### src/udrt_consts.svh
// Constants for the up/down auto-reload timer: offsets, fields, reset values and prescaler masks.
`ifndef UDRT_CONSTS_SVH
`define UDRT_CONSTS_SVH

// Register indices; the byte address is four times the index.
`define UDRT_IDX_MODE 16'hFFB4
`define UDRT_IDX_COUNT 16'hFFB5
`define UDRT_IDX_EDGE 16'hFFC0
`define UDRT_IDX_IRQ_REQ 16'hFFC1
`define UDRT_IDX_IRQ_EN 16'hFFC2
`define UDRT_IDX_PORT_MODE 16'hFFC3
`define UDRT_IDX_POWER 16'hFFC4
`define UDRT_BYTE_ADDR(idx) ({14'h0000, idx, 2'b00})

// Mode register fields.
`define UDRT_MODE_RELOAD_BIT 7
`define UDRT_MODE_PIN_DIR_BIT 6
`define UDRT_MODE_SOFT_DIR_BIT 5
`define UDRT_MODE_RES_ONES 8'h18
`define UDRT_MODE_RESET 8'h18

// Single-bit fields of the auxiliary registers.
`define UDRT_EDGE_EVENT_BIT 0
`define UDRT_IRQ_FLAG_BIT 0
`define UDRT_IRQ_EN_BIT 0
`define UDRT_PORT_EVENT_EN_BIT 0
`define UDRT_POWER_SUB_BIT 0

// Reset values and counter limits.
`define UDRT_COUNT_RESET 8'h00
`define UDRT_RELOAD_RESET 8'h00
`define UDRT_COUNT_MAX 8'hFF
`define UDRT_COUNT_MIN 8'h00

// Prescaler tap masks: phi/8192, /2048, /512, /64, /16, /4; last count of the subclock divide-by-four.
`define UDRT_PRE_MASK_8192 13'h1FFF
`define UDRT_PRE_MASK_2048 13'h07FF
`define UDRT_PRE_MASK_512 13'h01FF
`define UDRT_PRE_MASK_64 13'h003F
`define UDRT_PRE_MASK_16 13'h000F
`define UDRT_PRE_MASK_4 13'h0003
`define UDRT_SUB_DIV_LAST 2'h3

`endif

### src/udrt_pkg.sv
// Types shared by the up/down auto-reload timer modules.
package udrt_pkg;

  typedef enum logic [2:0] {
    UDRT_SRC_D8192 = 3'b000,
    UDRT_SRC_D2048 = 3'b001,
    UDRT_SRC_D512 = 3'b010,
    UDRT_SRC_D64 = 3'b011,
    UDRT_SRC_D16 = 3'b100,
    UDRT_SRC_D4 = 3'b101,
    UDRT_SRC_SUB4 = 3'b110,
    UDRT_SRC_EVENT = 3'b111
  } udrt_src_e;

  typedef struct packed {
    logic reload_mode_select;
    logic pin_direction_enable;
    logic soft_direction_select;
    logic [1:0] reserved;
    udrt_src_e clock_source_select;
  } udrt_mode_s;

  typedef struct packed {
    logic psel;
    logic penable;
    logic pwrite;
    logic [31:0] paddr;
    logic [31:0] pwdata;
  } udrt_apb_req_s;

  typedef struct packed {
    logic [31:0] prdata;
    logic pready;
    logic pslverr;
  } udrt_apb_rsp_s;

endpackage

### src/udrt_edge_sync.sv
// Two-stage synchroniser with edge detection for one input pin.
`timescale 1ns/100ps
`include "udrt_consts.svh"
module udrt_edge_sync
  import udrt_pkg::*;
(
  input wire logic pclk,
  input wire logic presetn,
  input wire logic ce,
  input wire logic din,
  output logic level,
  output logic rise,
  output logic fall
);

  logic meta;
  logic sync;
  logic last;

  always_ff @(posedge pclk or negedge presetn)
  begin
    if (!presetn)
    begin
      meta <= 1'b0;
      sync <= 1'b0;
      last <= 1'b0;
    end
    else if (ce)
    begin
      meta <= din;
      sync <= meta;
      last <= sync;
    end
  end

  assign level = sync;
  assign rise = ce & sync & ~last;
  assign fall = ce & ~sync & last;

endmodule // udrt_edge_sync

### src/udrt_prescaler.sv
// Free-running system-clock prescaler and subclock divide-by-four.
`timescale 1ns/100ps
`include "udrt_consts.svh"
module udrt_prescaler
  import udrt_pkg::*;
(
  input wire logic pclk,
  input wire logic presetn,
  input wire logic ce,
  input wire logic halt,
  input wire logic sub_rise,
  output logic [5:0] phi_tick,
  output logic sub_tick
);

  localparam logic [12:0] TAP_MASK [6] = '{`UDRT_PRE_MASK_8192, `UDRT_PRE_MASK_2048, `UDRT_PRE_MASK_512,
                                           `UDRT_PRE_MASK_64, `UDRT_PRE_MASK_16, `UDRT_PRE_MASK_4};

  logic [12:0] pre_count;
  logic [1:0] sub_count;

  // The system-clock prescaler stops in the subclock modes.
  always_ff @(posedge pclk or negedge presetn)
  begin
    if (!presetn)
      pre_count <= 13'h0000;
    else if (ce && !halt)
      pre_count <= pre_count + 13'h0001;
  end

  always_ff @(posedge pclk or negedge presetn)
  begin
    if (!presetn)
      sub_count <= 2'h0;
    else if (ce && sub_rise)
      sub_count <= sub_count + 2'h1;
  end

  genvar i;
  generate
    for (i = 0; i < 6; i++)
    begin : g_tap
      assign phi_tick[i] = ce & ~halt & ((pre_count & TAP_MASK[i]) == TAP_MASK[i]);
    end
  endgenerate

  assign sub_tick = ce & sub_rise & (sub_count == `UDRT_SUB_DIV_LAST);

endmodule // udrt_prescaler

### src/udrt_timer.sv
// Top level of the 8-bit up/down auto-reload timer with its APB register slave.
//
// Contract
// - Mode register resets to 18 hex.
// - Bit 7 selects interval or auto-reload.
// - Bits 6:5 set direction, or pin.
// - Bits 4 and 3 read one, ignore writes.
// - Three-bit select picks one of eight sources.
// - Event counting uses the selected edge only.
// - Read-only 8-bit counter steps by one.
// - Counter readable anytime without disturbing it.
// - Up-count past FF sets overflow flag.
// - Down-count past 00 sets same flag.
// - Shared address: read counter, write reload.
// - Reset clears the counter.
// - Reload register write-only, reset to zero.
// - Subclock modes count only subclock or event.
// - Reload write loads counter immediately too.
// - Auto-reload mode reloads on every wrap.
// - Interval mode wraps to 00 or FF.
// - Interrupt requested when flag and enable set.
`timescale 1ns/100ps
`include "udrt_consts.svh"
module udrt_timer
  import udrt_pkg::*;
(
  input wire logic pclk,
  input wire logic presetn,
  input wire logic ce,
  input wire udrt_apb_req_s apb_req,
  output udrt_apb_rsp_s apb_rsp,
  input wire logic event_input_pin,
  input wire logic direction_input_pin,
  input wire logic subclk_in,
  output logic irq_out
);

  // ---------------------------------------------------------------------------
  // Register state
  // ---------------------------------------------------------------------------

  udrt_mode_s mode_control_reg;
  logic [7:0] count_value_reg;
  logic [7:0] reload_value_reg;
  logic event_edge_select;
  logic overflow_request_flag;
  logic overflow_irq_enable;
  logic event_pin_function_enable;
  logic sub_mode;
  logic [31:0] prdata;
  logic pslverr;

  // ---------------------------------------------------------------------------
  // Pin synchronisers
  // ---------------------------------------------------------------------------

  logic event_rise;
  logic event_fall;
  logic dir_level;
  logic sub_rise;

  udrt_edge_sync u_event_sync (
    .pclk(pclk),
    .presetn(presetn),
    .ce(ce),
    .din(event_input_pin),
    .level(),
    .rise(event_rise),
    .fall(event_fall)
  );

  udrt_edge_sync u_dir_sync (
    .pclk(pclk),
    .presetn(presetn),
    .ce(ce),
    .din(direction_input_pin),
    .level(dir_level),
    .rise(),
    .fall()
  );

  udrt_edge_sync u_sub_sync (
    .pclk(pclk),
    .presetn(presetn),
    .ce(ce),
    .din(subclk_in),
    .level(),
    .rise(sub_rise),
    .fall()
  );

  // ---------------------------------------------------------------------------
  // Prescaler
  // ---------------------------------------------------------------------------

  logic [5:0] phi_tick;
  logic sub_tick;

  udrt_prescaler u_prescaler (
    .pclk(pclk),
    .presetn(presetn),
    .ce(ce),
    .halt(sub_mode),
    .sub_rise(sub_rise),
    .phi_tick(phi_tick),
    .sub_tick(sub_tick)
  );

  // ---------------------------------------------------------------------------
  // APB decode
  // ---------------------------------------------------------------------------

  wire logic setup_phase;
  wire logic access_phase;
  wire logic wr_en;
  wire logic hit_mode;
  wire logic hit_count;
  wire logic hit_edge;
  wire logic hit_irq_req;
  wire logic hit_irq_en;
  wire logic hit_port_mode;
  wire logic hit_power;
  wire logic hit_any;
  wire logic [7:0] wbyte;

  assign setup_phase = apb_req.psel & ~apb_req.penable;
  assign access_phase = apb_req.psel & apb_req.penable;
  assign wr_en = access_phase & apb_req.pwrite & ce;
  assign hit_mode = apb_req.paddr == `UDRT_BYTE_ADDR(`UDRT_IDX_MODE);
  assign hit_count = apb_req.paddr == `UDRT_BYTE_ADDR(`UDRT_IDX_COUNT);
  assign hit_edge = apb_req.paddr == `UDRT_BYTE_ADDR(`UDRT_IDX_EDGE);
  assign hit_irq_req = apb_req.paddr == `UDRT_BYTE_ADDR(`UDRT_IDX_IRQ_REQ);
  assign hit_irq_en = apb_req.paddr == `UDRT_BYTE_ADDR(`UDRT_IDX_IRQ_EN);
  assign hit_port_mode = apb_req.paddr == `UDRT_BYTE_ADDR(`UDRT_IDX_PORT_MODE);
  assign hit_power = apb_req.paddr == `UDRT_BYTE_ADDR(`UDRT_IDX_POWER);
  assign hit_any = hit_mode | hit_count | hit_edge | hit_irq_req | hit_irq_en | hit_port_mode | hit_power;
  assign wbyte = apb_req.pwdata[7:0];

  wire logic wr_mode;
  wire logic wr_reload;
  wire logic wr_edge;
  wire logic wr_irq_req;
  wire logic wr_irq_en;
  wire logic wr_port_mode;
  wire logic wr_power;

  assign wr_mode = wr_en & hit_mode;
  assign wr_reload = wr_en & hit_count;
  assign wr_edge = wr_en & hit_edge;
  assign wr_irq_req = wr_en & hit_irq_req;
  assign wr_irq_en = wr_en & hit_irq_en;
  assign wr_port_mode = wr_en & hit_port_mode;
  assign wr_power = wr_en & hit_power;

  // ---------------------------------------------------------------------------
  // Read data
  // ---------------------------------------------------------------------------

  wire logic [7:0] mode_readback;
  wire logic [7:0] next_rbyte;
  wire logic [31:0] next_prdata;

  // Reserved bits always read as one.
  assign mode_readback = mode_control_reg | `UDRT_MODE_RES_ONES;
  // The counter is read from its flops with no side effect on counting.
  assign next_rbyte = hit_mode ? mode_readback :
                      hit_count ? count_value_reg :
                      hit_edge ? {7'h00, event_edge_select} :
                      hit_irq_req ? {7'h00, overflow_request_flag} :
                      hit_irq_en ? {7'h00, overflow_irq_enable} :
                      hit_port_mode ? {7'h00, event_pin_function_enable} :
                      hit_power ? {7'h00, sub_mode} :
                      8'h00;
  assign next_prdata = {24'h000000, next_rbyte};

  // Read data and error are captured in the setup cycle for a zero-wait access.
  always_ff @(posedge pclk or negedge presetn)
  begin
    if (!presetn)
    begin
      prdata <= 32'h00000000;
      pslverr <= 1'b0;
    end
    else if (ce && setup_phase)
    begin
      prdata <= apb_req.pwrite ? 32'h00000000 : next_prdata;
      pslverr <= ~hit_any;
    end
  end

  assign apb_rsp.prdata = prdata;
  assign apb_rsp.pready = ce;
  assign apb_rsp.pslverr = pslverr & access_phase;

  // ---------------------------------------------------------------------------
  // Control registers
  // ---------------------------------------------------------------------------

  // Only bits 7:5 and 2:0 are writable; bits 4:3 hold their reset ones.
  always_ff @(posedge pclk or negedge presetn)
  begin
    if (!presetn)
      mode_control_reg <= udrt_mode_s'(`UDRT_MODE_RESET);
    else if (wr_mode)
    begin
      mode_control_reg.reload_mode_select <= wbyte[`UDRT_MODE_RELOAD_BIT];
      mode_control_reg.pin_direction_enable <= wbyte[`UDRT_MODE_PIN_DIR_BIT];
      mode_control_reg.soft_direction_select <= wbyte[`UDRT_MODE_SOFT_DIR_BIT];
      mode_control_reg.clock_source_select <= udrt_src_e'(wbyte[2:0]);
    end
  end

  always_ff @(posedge pclk or negedge presetn)
  begin
    if (!presetn)
      reload_value_reg <= `UDRT_RELOAD_RESET;
    else if (wr_reload)
      reload_value_reg <= wbyte;
  end

  always_ff @(posedge pclk or negedge presetn)
  begin
    if (!presetn)
    begin
      event_edge_select <= 1'b0;
      overflow_irq_enable <= 1'b0;
      event_pin_function_enable <= 1'b0;
      sub_mode <= 1'b0;
    end
    else
    begin
      if (wr_edge)
        event_edge_select <= wbyte[`UDRT_EDGE_EVENT_BIT];
      if (wr_irq_en)
        overflow_irq_enable <= wbyte[`UDRT_IRQ_EN_BIT];
      if (wr_port_mode)
        event_pin_function_enable <= wbyte[`UDRT_PORT_EVENT_EN_BIT];
      if (wr_power)
        sub_mode <= wbyte[`UDRT_POWER_SUB_BIT];
    end
  end

  // ---------------------------------------------------------------------------
  // Count source selection
  // ---------------------------------------------------------------------------

  wire logic event_edge;
  wire logic src_low_power_ok;
  logic src_tick;
  logic count_tick;

  // Event pulses pass only with the pin function enabled, on the chosen edge.
  assign event_edge = event_pin_function_enable & (event_edge_select ? event_rise : event_fall);

  always_comb
  begin
    src_tick = 1'b0;
    unique case (mode_control_reg.clock_source_select)
      UDRT_SRC_D8192: src_tick = phi_tick[0];
      UDRT_SRC_D2048: src_tick = phi_tick[1];
      UDRT_SRC_D512: src_tick = phi_tick[2];
      UDRT_SRC_D64: src_tick = phi_tick[3];
      UDRT_SRC_D16: src_tick = phi_tick[4];
      UDRT_SRC_D4: src_tick = phi_tick[5];
      UDRT_SRC_SUB4: src_tick = sub_tick;
      UDRT_SRC_EVENT: src_tick = event_edge;
    endcase
  end

  // In the subclock modes only the subclock and event sources keep counting.
  assign src_low_power_ok = (mode_control_reg.clock_source_select == UDRT_SRC_SUB4) ||
                            (mode_control_reg.clock_source_select == UDRT_SRC_EVENT);

  always_comb
  begin
    count_tick = src_tick & (~sub_mode | src_low_power_ok);
  end

  // ---------------------------------------------------------------------------
  // Counter
  // ---------------------------------------------------------------------------

  wire logic count_down;
  wire logic overflow;
  wire logic underflow;
  wire logic wrap;
  logic [7:0] next_count;

  assign count_down = mode_control_reg.pin_direction_enable ? dir_level :
                      mode_control_reg.soft_direction_select;
  assign overflow = count_tick & ~count_down & (count_value_reg == `UDRT_COUNT_MAX);
  assign underflow = count_tick & count_down & (count_value_reg == `UDRT_COUNT_MIN);
  assign wrap = overflow | underflow;

  // A reload write takes priority over a coincident count pulse.
  always_comb
  begin
    next_count = count_value_reg;
    if (wr_reload)
      next_count = wbyte;
    else if (wrap && mode_control_reg.reload_mode_select)
      next_count = reload_value_reg;
    else if (overflow)
      next_count = `UDRT_COUNT_MIN;
    else if (underflow)
      next_count = `UDRT_COUNT_MAX;
    else if (count_tick && count_down)
      next_count = count_value_reg - 8'h01;
    else if (count_tick)
      next_count = count_value_reg + 8'h01;
  end

  always_ff @(posedge pclk or negedge presetn)
  begin
    if (!presetn)
      count_value_reg <= `UDRT_COUNT_RESET;
    else if (ce)
      count_value_reg <= next_count;
  end

  // ---------------------------------------------------------------------------
  // Overflow request flag and interrupt
  // ---------------------------------------------------------------------------

  wire logic flag_clear;
  wire logic next_flag;

  // Writing zero clears the flag; a wrap in the same cycle wins.
  assign flag_clear = wr_irq_req & ~wbyte[`UDRT_IRQ_FLAG_BIT];
  assign next_flag = wrap | (overflow_request_flag & ~flag_clear);

  always_ff @(posedge pclk or negedge presetn)
  begin
    if (!presetn)
      overflow_request_flag <= 1'b0;
    else if (ce)
      overflow_request_flag <= next_flag;
  end

  assign irq_out = overflow_request_flag & overflow_irq_enable;

endmodule // udrt_timer

### config.mk
export PLATFORM = sky130hd
export DESIGN_NAME = udrt_timer
export DESIGN_NICKNAME = d
export VERILOG_FILES = /design/src/udrt_pkg.sv /design/src/udrt_edge_sync.sv /design/src/udrt_prescaler.sv /design/src/udrt_timer.sv
export VERILOG_INCLUDE_DIRS = /design/src
export SDC_FILE = /design/constraint.sdc
export NUM_CORES = 1
export LEC_CHECK = 0
export BUFFER_PORTS_ARGS = -buffer_cell sky130_fd_sc_hd__buf_2
export CORE_ASPECT_RATIO = 0.7
export CORE_MARGIN = 10
export CORE_UTILIZATION = 55
export CTS_CLUSTER_SIZE = 28
export DETAILED_ROUTE_END_ITERATION = 10
export GPL_ROUTABILITY_DRIVEN = 0
export PLACE_DENSITY = 0.93
export SLEW_MARGIN = 40
export SYNTH_ARGS = -nofsm -noshare
export SYNTH_HDL_FRONTEND = slang
export SYNTH_SLANG_ARGS = --single-unit
### constraint.sdc
create_clock -name pclk -period 11.47 [get_ports pclk]
set_input_delay 1.7205 -clock pclk [delete_from_list [all_inputs] [get_ports pclk]]
set_output_delay 1.7205 -clock pclk [all_outputs]
set_load 0.03 [all_outputs]
== Word-level counts from Yosys, hierarchy flattened ==
Index checks and enable logic that the tools add are counted.

* Register bits after elaboration: 83
* Latch bits: 0
* Memory bits (writable): 0
* Memory bits (read-only): 0
* Input port bits: 73
* Word-level logic and storage cells: 131
* Memories kept: 0

* $add $sub $neg: 4
* Multipliers: 0
* Divide/modulo/power cells: 0
* Magnitude comparators: 0
* Equal/unequal tests: 22
* Shift-type cells: 0
* Mux-type cells: 17
* Bitwise operators: 54
* Reduce and logical (&&, ||, !) cells: 11

{| class="wikitable"
|+ Operators with widths
! operator !! number
|-
| 32-bit by 18-bit == test with 1-bit output, second input constant || 7
|-
| 8-bit two-way mux || 9
|-
| 1-bit AND || 36
|-
| 13-bit by 1-bit adder with 13-bit output, second input constant || 1
|-
| 13-bit == test, second input constant || 1
|-
| 3-bit == test, second input constant || 4
|-
| 11-bit == test, second input constant || 1
|-
| 9-bit == test, second input constant || 1
|-
| 1-bit inverter || 9
|-
| 1-bit OR || 9
|-
| 8-bit by 1-bit adder with 8-bit output, second input constant || 1
|-
| 8-bit == test, second input constant || 1
|-
| 8-bit zero test || 1
|-
| 1-bit one-hot mux with 8 select lines || 1
|-
| 8-bit by 1-bit subtractor with 8-bit output, second input constant || 1
|-
| 1-bit two-way mux || 7
|-
| 3-bit by 2-bit == test with 1-bit output, second input constant || 2
|-
| 6-bit == test, second input constant || 1
|-
| 6-bit nonzero test || 1
|-
| 1-bit logical AND || 5
|-
| 2-bit == test, second input constant || 2
|-
| 4-bit == test, second input constant || 1
|-
| 3-bit by 1-bit == test with 1-bit output, second input constant || 1
|-
| 3-bit zero test || 1
|-
| other kinds (4) || 4
|}

== Depth between registers and ports, before layout ==
* Depth in word-level cells: 13
* Gate-level depth with buffers: 20
* Depth with buffers taken out: 19

== Modules after synthesis ==
Synthesis repeated with hierarchy kept, for this count alone.

* Cells, all modules: 375
* Area total of the unflattened synthesis: 3664.8 µm²

{| class="wikitable"
|+ Modules (own cells, without submodules)
! module !! times used !! cells an instance !! area each (µm²)
|-
| udrt_timer || 1 || 281 || 2508.7
|-
| udrt_prescaler || 1 || 70 || 769.5
|-
| udrt_edge_sync || 3 || 8 || 128.9
|}

== Worst setup path after synthesis ==
OpenSTA, ideal clock, no wires.

* Path kind: input port to flip-flop
* From: in ce
* To: reg count_value_reg[7]
* Library setup time: 119 ps
* Data arrival time: 4267 ps
* Data required time: 11351 ps
* Slack: 7084 ps
* Stages on the path: 13
* Path buffers: 1
* Cell sequence: nor2b_1 > o41ai_1 > o41ai_2 > and2_0 > clkbuf_1 > ha_1 > a211oi_1 > o21bai_1 > a21oi_1 > o21ai_0 > xor2_1 > mux2i_1 > o21ba_1

* Longest elaborated chain between the ends: 12
* Elaborated cells on any way between the ends: 35
* Those cells by class: mux (7); bitwise (24); reduce/logical (4)

{| class="wikitable"
|+ RTL lines
! element !! line !! RTL
|-
| from (decl) || udrt_timer.sv:29 || <nowiki>input wire logic ce,</nowiki>
|-
| 1-bit AND, on equally long branches (2 in series) || udrt_edge_sync.sv:38, udrt_edge_sync.sv:37 ||
|-
| 1-bit two-way mux or 1-bit AND (tied branches) || udrt_timer.sv:253, udrt_prescaler.sv:47 ||
|-
| 1-bit AND, on equally long branches || udrt_timer.sv:253, udrt_prescaler.sv:47 ||
|-
| 1-bit one-hot mux with 8 select lines || udrt_timer.sv:258 || <nowiki>unique case (mode_control_reg.clock_source_select)</nowiki>
|-
| 1-bit AND || udrt_timer.sv:276 || <nowiki>count_tick = src_tick & (~sub_mode | src_low_power_ok);</nowiki>
|-
| 1-bit AND, or another cell as far along (2 in series) || udrt_timer.sv:291 || <nowiki>assign overflow = count_tick & ~count_down & (count_value_reg == `UDRT_COUNT_MAX);</nowiki>
|-
| 1-bit OR or 8-bit two-way mux (tied branches) || udrt_timer.sv:293, udrt_timer.sv:305 ||
|-
| 1-bit logical AND or 8-bit two-way mux (tied branches) || udrt_timer.sv:301, udrt_timer.sv:303 ||
|-
| 6-bit nonzero test (no source line) or 8-bit two-way mux (tied branches) || n/a ||
|-
| 2-bit AND reduction (no source line) or 8-bit two-way mux (tied branches) || n/a ||
|-
| to (signal assigned) || udrt_timer.sv:316 || <nowiki>count_value_reg <= `UDRT_COUNT_RESET;</nowiki>
|-
| to (signal assigned) || udrt_timer.sv:318 || <nowiki>count_value_reg <= next_count;</nowiki>
|-
| to (decl) || udrt_timer.sv:43 || <nowiki>logic [7:0] count_value_reg;</nowiki>
|}

Parallel ways exist; a longest one is shown, timed or not.
A chain may end at the register's enable or synchronous reset.

== Worst setup path in the final report ==
Same ends and word-level chain as after synthesis.

==> results.json <==
{
  "die_y_um": 86.7,
  "finalCritPeriodShare": 0.457,
  "viasPerCell": 5.91,
  "cp.arrival_ns": 5.48,
  "synth_xor_area_frac": 0.0450,
  "r2r_cells": 18,
  "ys_top_cells_by_count": "dfrtp_1, nand2_1, buf_4",
  "tightestPinTransition_ns": 0.701,
  "r2r_end": "count_value_reg[7]",
  "fmax_mhz": 191,
  "routed_wl_um": 8880,
  "hold_path_depth": 2,
  "synth.area.top_cells": "dfrtp_1, nand2_1, mux2_2, buf_4, o21ai_0",
  "hold_path_end": "reload_value_reg[5]",
  "hold_violations": 0,
  "powerDensity_mw_per_mm2": 133,
  "cp_slowest_stage_delay_ns": 0.55,
  "hold_path_class": "flop to flop",
  "clockBufferDepth": 2,
  "drtIter0Drc": 218,
  "setup_viol": 0,
  "synth-adder-area-share": 0.0379,
  "largest_reg_flops": 13,
  "htree_num_levels": 3,
  "grt_pass1_vias": 3117,
  "clkLatencyLatePin_ns": 0.35,
  "cts_buffers": 9,
  "relSlewSlack": 0.533,
  "synth_top_family_by_area": "simple AND/OR/NAND/NOR gates",
  "cp_cell_sequence": "buf_2, nor2b_1, o41ai_1, o41ai_2, buf_4, and2_0, ha_1, a211oi_1, o21bai_1, a21oi_1, o21ai_0, xor2_1, mux2i_1, o21ba_1",
  "post_route_cells_drive_above_1_share": 0.243,
  "grt-ovfl-total": 0,
  "synthMuxAreaShare": 0.0754,
  "r2r_setup_slack_ns": 6.96,
  "ant_nets": 0,
  "skew_ns": 0.00924,
  "via_count": 3012,
  "drc": 0,
  "synthDistinctLibCells": 58,
  "r2r-start": "u_prescaler.pre_count[0]",
  "crit_path_end_kind": "flop",
  "cts_setup_buffers": 0,
  "wl_per_cell_um": 17.4,
  "total_power_w": 0.000533,
  "maxCapViolCount": 0,
  "timing.critical_path.buf_inv": 2,
  "postCtsHoldBufs": 0,
  "period_needed_ns": 5.24,
  "core_area_mm2": 0.00622,
  "slew_violations": 0,
  "top_register": "u_prescaler.pre_count",
  "ioPinCount": 108,
  "synth_compound_gate_area_share": 0.121,
  "ys_warn_count": 0,
  "dpl.hpwl_um": 6550,
  "port-buffer-count": 59,
  "synthFlopType": "dfrtp_1",
  "peakVddDrop_uv": 125,
  "area_growth_pct": 14.5,
  "syn_area_mm2": 0.00350,
  "netlist.area_leader.share": 0.422,
  "synth_area_per_cell_um2": 9.48,
  "status": "finished, final reports clean",
  "synthArstFlopShare": 1.00,
  "cts_resized": 0,
  "grt_antenna_before_repair": 0,
  "critPathLaunchType": "input pin",
  "critical_path_class": "input pin to flop",
  "leakagePower_nw": 1.98,
  "critPathSlowestCell": "and2_0",
  "cts_tree": "done",
  "antenna_cells": 0,
  "min_from": "reload_value_reg[5]",
  "die_w_um": 115,
  "synth_area_leader_cell": "dfrtp_1",
  "critPathTopFamily": "compound AO/OA/AOI/OAI gates",
  "synth_edf_count": 0,
  "cts.sinks": 59,
  "cts_root_buf": "clkbuf_8",
  "yosys.area_share.simple": 0.220,
  "track_usage": 0.179,
  "dieArea_mm2": 0.0100,
  "fin_tns_setup_ns": 0,
  "synth_seq_cells": 59,
  "nets": 510,
  "crit_fanout": 22,
  "syn_inst": 369,
  "initial_utilization": 0.563,
  "rows": 24,
  "ys_seq_area_frac": 0.422,
  "grt_start_max_net_pins": 60,
  "dr.pass1.iters": 5,
  "rsz0062_at_grt": "false",
  "path_clk_slew_ns": 0.06,
  "grt_pass1_wl_um": 14500,
  "required_ns": 11.71
}
-- cell usage in the layout (no fill, tap or decap), types with 6 or more instances in the layout --
cell      netlist  routed
mux2_2         17      17
conb_1          1      24
nor2b_1         8       7
nand3_1         9       9
nor2_1          8       8
or4_1           6       6
xnor2_1        11      11
inv_1           6       6
nand4_1         8       8
a21oi_1        16      16
nor4_1          8       8
dfrtp_1        59      59
nand2_1        59      59
ha_1            9       9
a22oi_1         6       6
xor2_1          7       7
buf_2           6      59
clkbuf_8        0      11
o21ai_0        23      23
-- worst max-delay path by stage --
stage | from | end | slack [ns] | cells past startpoint
after floorplan | ce | count_value_reg[7] | 7.08 | 13
after global placement | ce | count_value_reg[7] | 6.21 | 14
after detailed placement | ce | count_value_reg[7] | 6.03 | 14
after CTS | ce | count_value_reg[7] | 6.30 | 14
after global routing | ce | count_value_reg[7] | 6.02 | 14
final | ce | count_value_reg[7] | 6.23 | 14
-- final cells by class --
class	instances	area, um^2
inverters	6	22.5
well taps	78	97.6
clock buffers	12	155
multi-input cells	287	1840
repair buffers	64	345
fillers	490	2210
clock inverters	4	72.6
flip-flops and latches	59	1480
-- routing by layer --
metal	track usage	share of wire
met1	0.213	0.42
met5	0	0
met4	0.0963	0.035
met2	0.280	0.45
met3	0.0607	0.097
-- cells by family after synthesis --
group,after synthesis
AND/OR/NAND/NOR,143
AO/OA/AOI/OAI,68
flip-flops,59
buffers and inverters,46
multiplexers,24
XOR/XNOR,18
adder cells (fa/ha/maj),10
other,1
-- metrics by stage --
step	cells	area [um^2]	util	hold slack (ns)	worst slack [ns]
3_3_place_gp	493	3760	0.604	0.451	6.21
4_1_cts	509	3990	0.642	0.471	6.30
5_1_grt	510	4010	0.645	0.493	6.02
2_1_floorplan	392	3590	-	0.438	7.08
3_5_place_dp	493	3760	0.605	0.457	6.03
6_report	510	4010	0.645	0.474	6.23
-- power breakdown --
part	internal, W	switching (W)
sequential	0.000228	0.0000198
clock	0.000134	0.0000836
combinational	0.0000302	0.0000380
-- worst reg2reg max path: stages (launching register included) --
cell      delay (ns)
dfrtp_1         0.40
ha_1            0.30
nand3_1         0.17
nor2_1          0.18
ha_1            0.16
nand2b_1        0.12
a21oi_1         0.06
nor4bb_1        0.13
o41ai_2         0.29
buf_4           0.30
and2_0          0.55
ha_1            0.36
a211oi_1        0.28
o21bai_1        0.11
a21oi_1         0.27
o21ai_0         0.24
xor2_1          0.20
mux2i_1         0.11
o21ba_1         0.17
(Power assumes the default switching activity.)
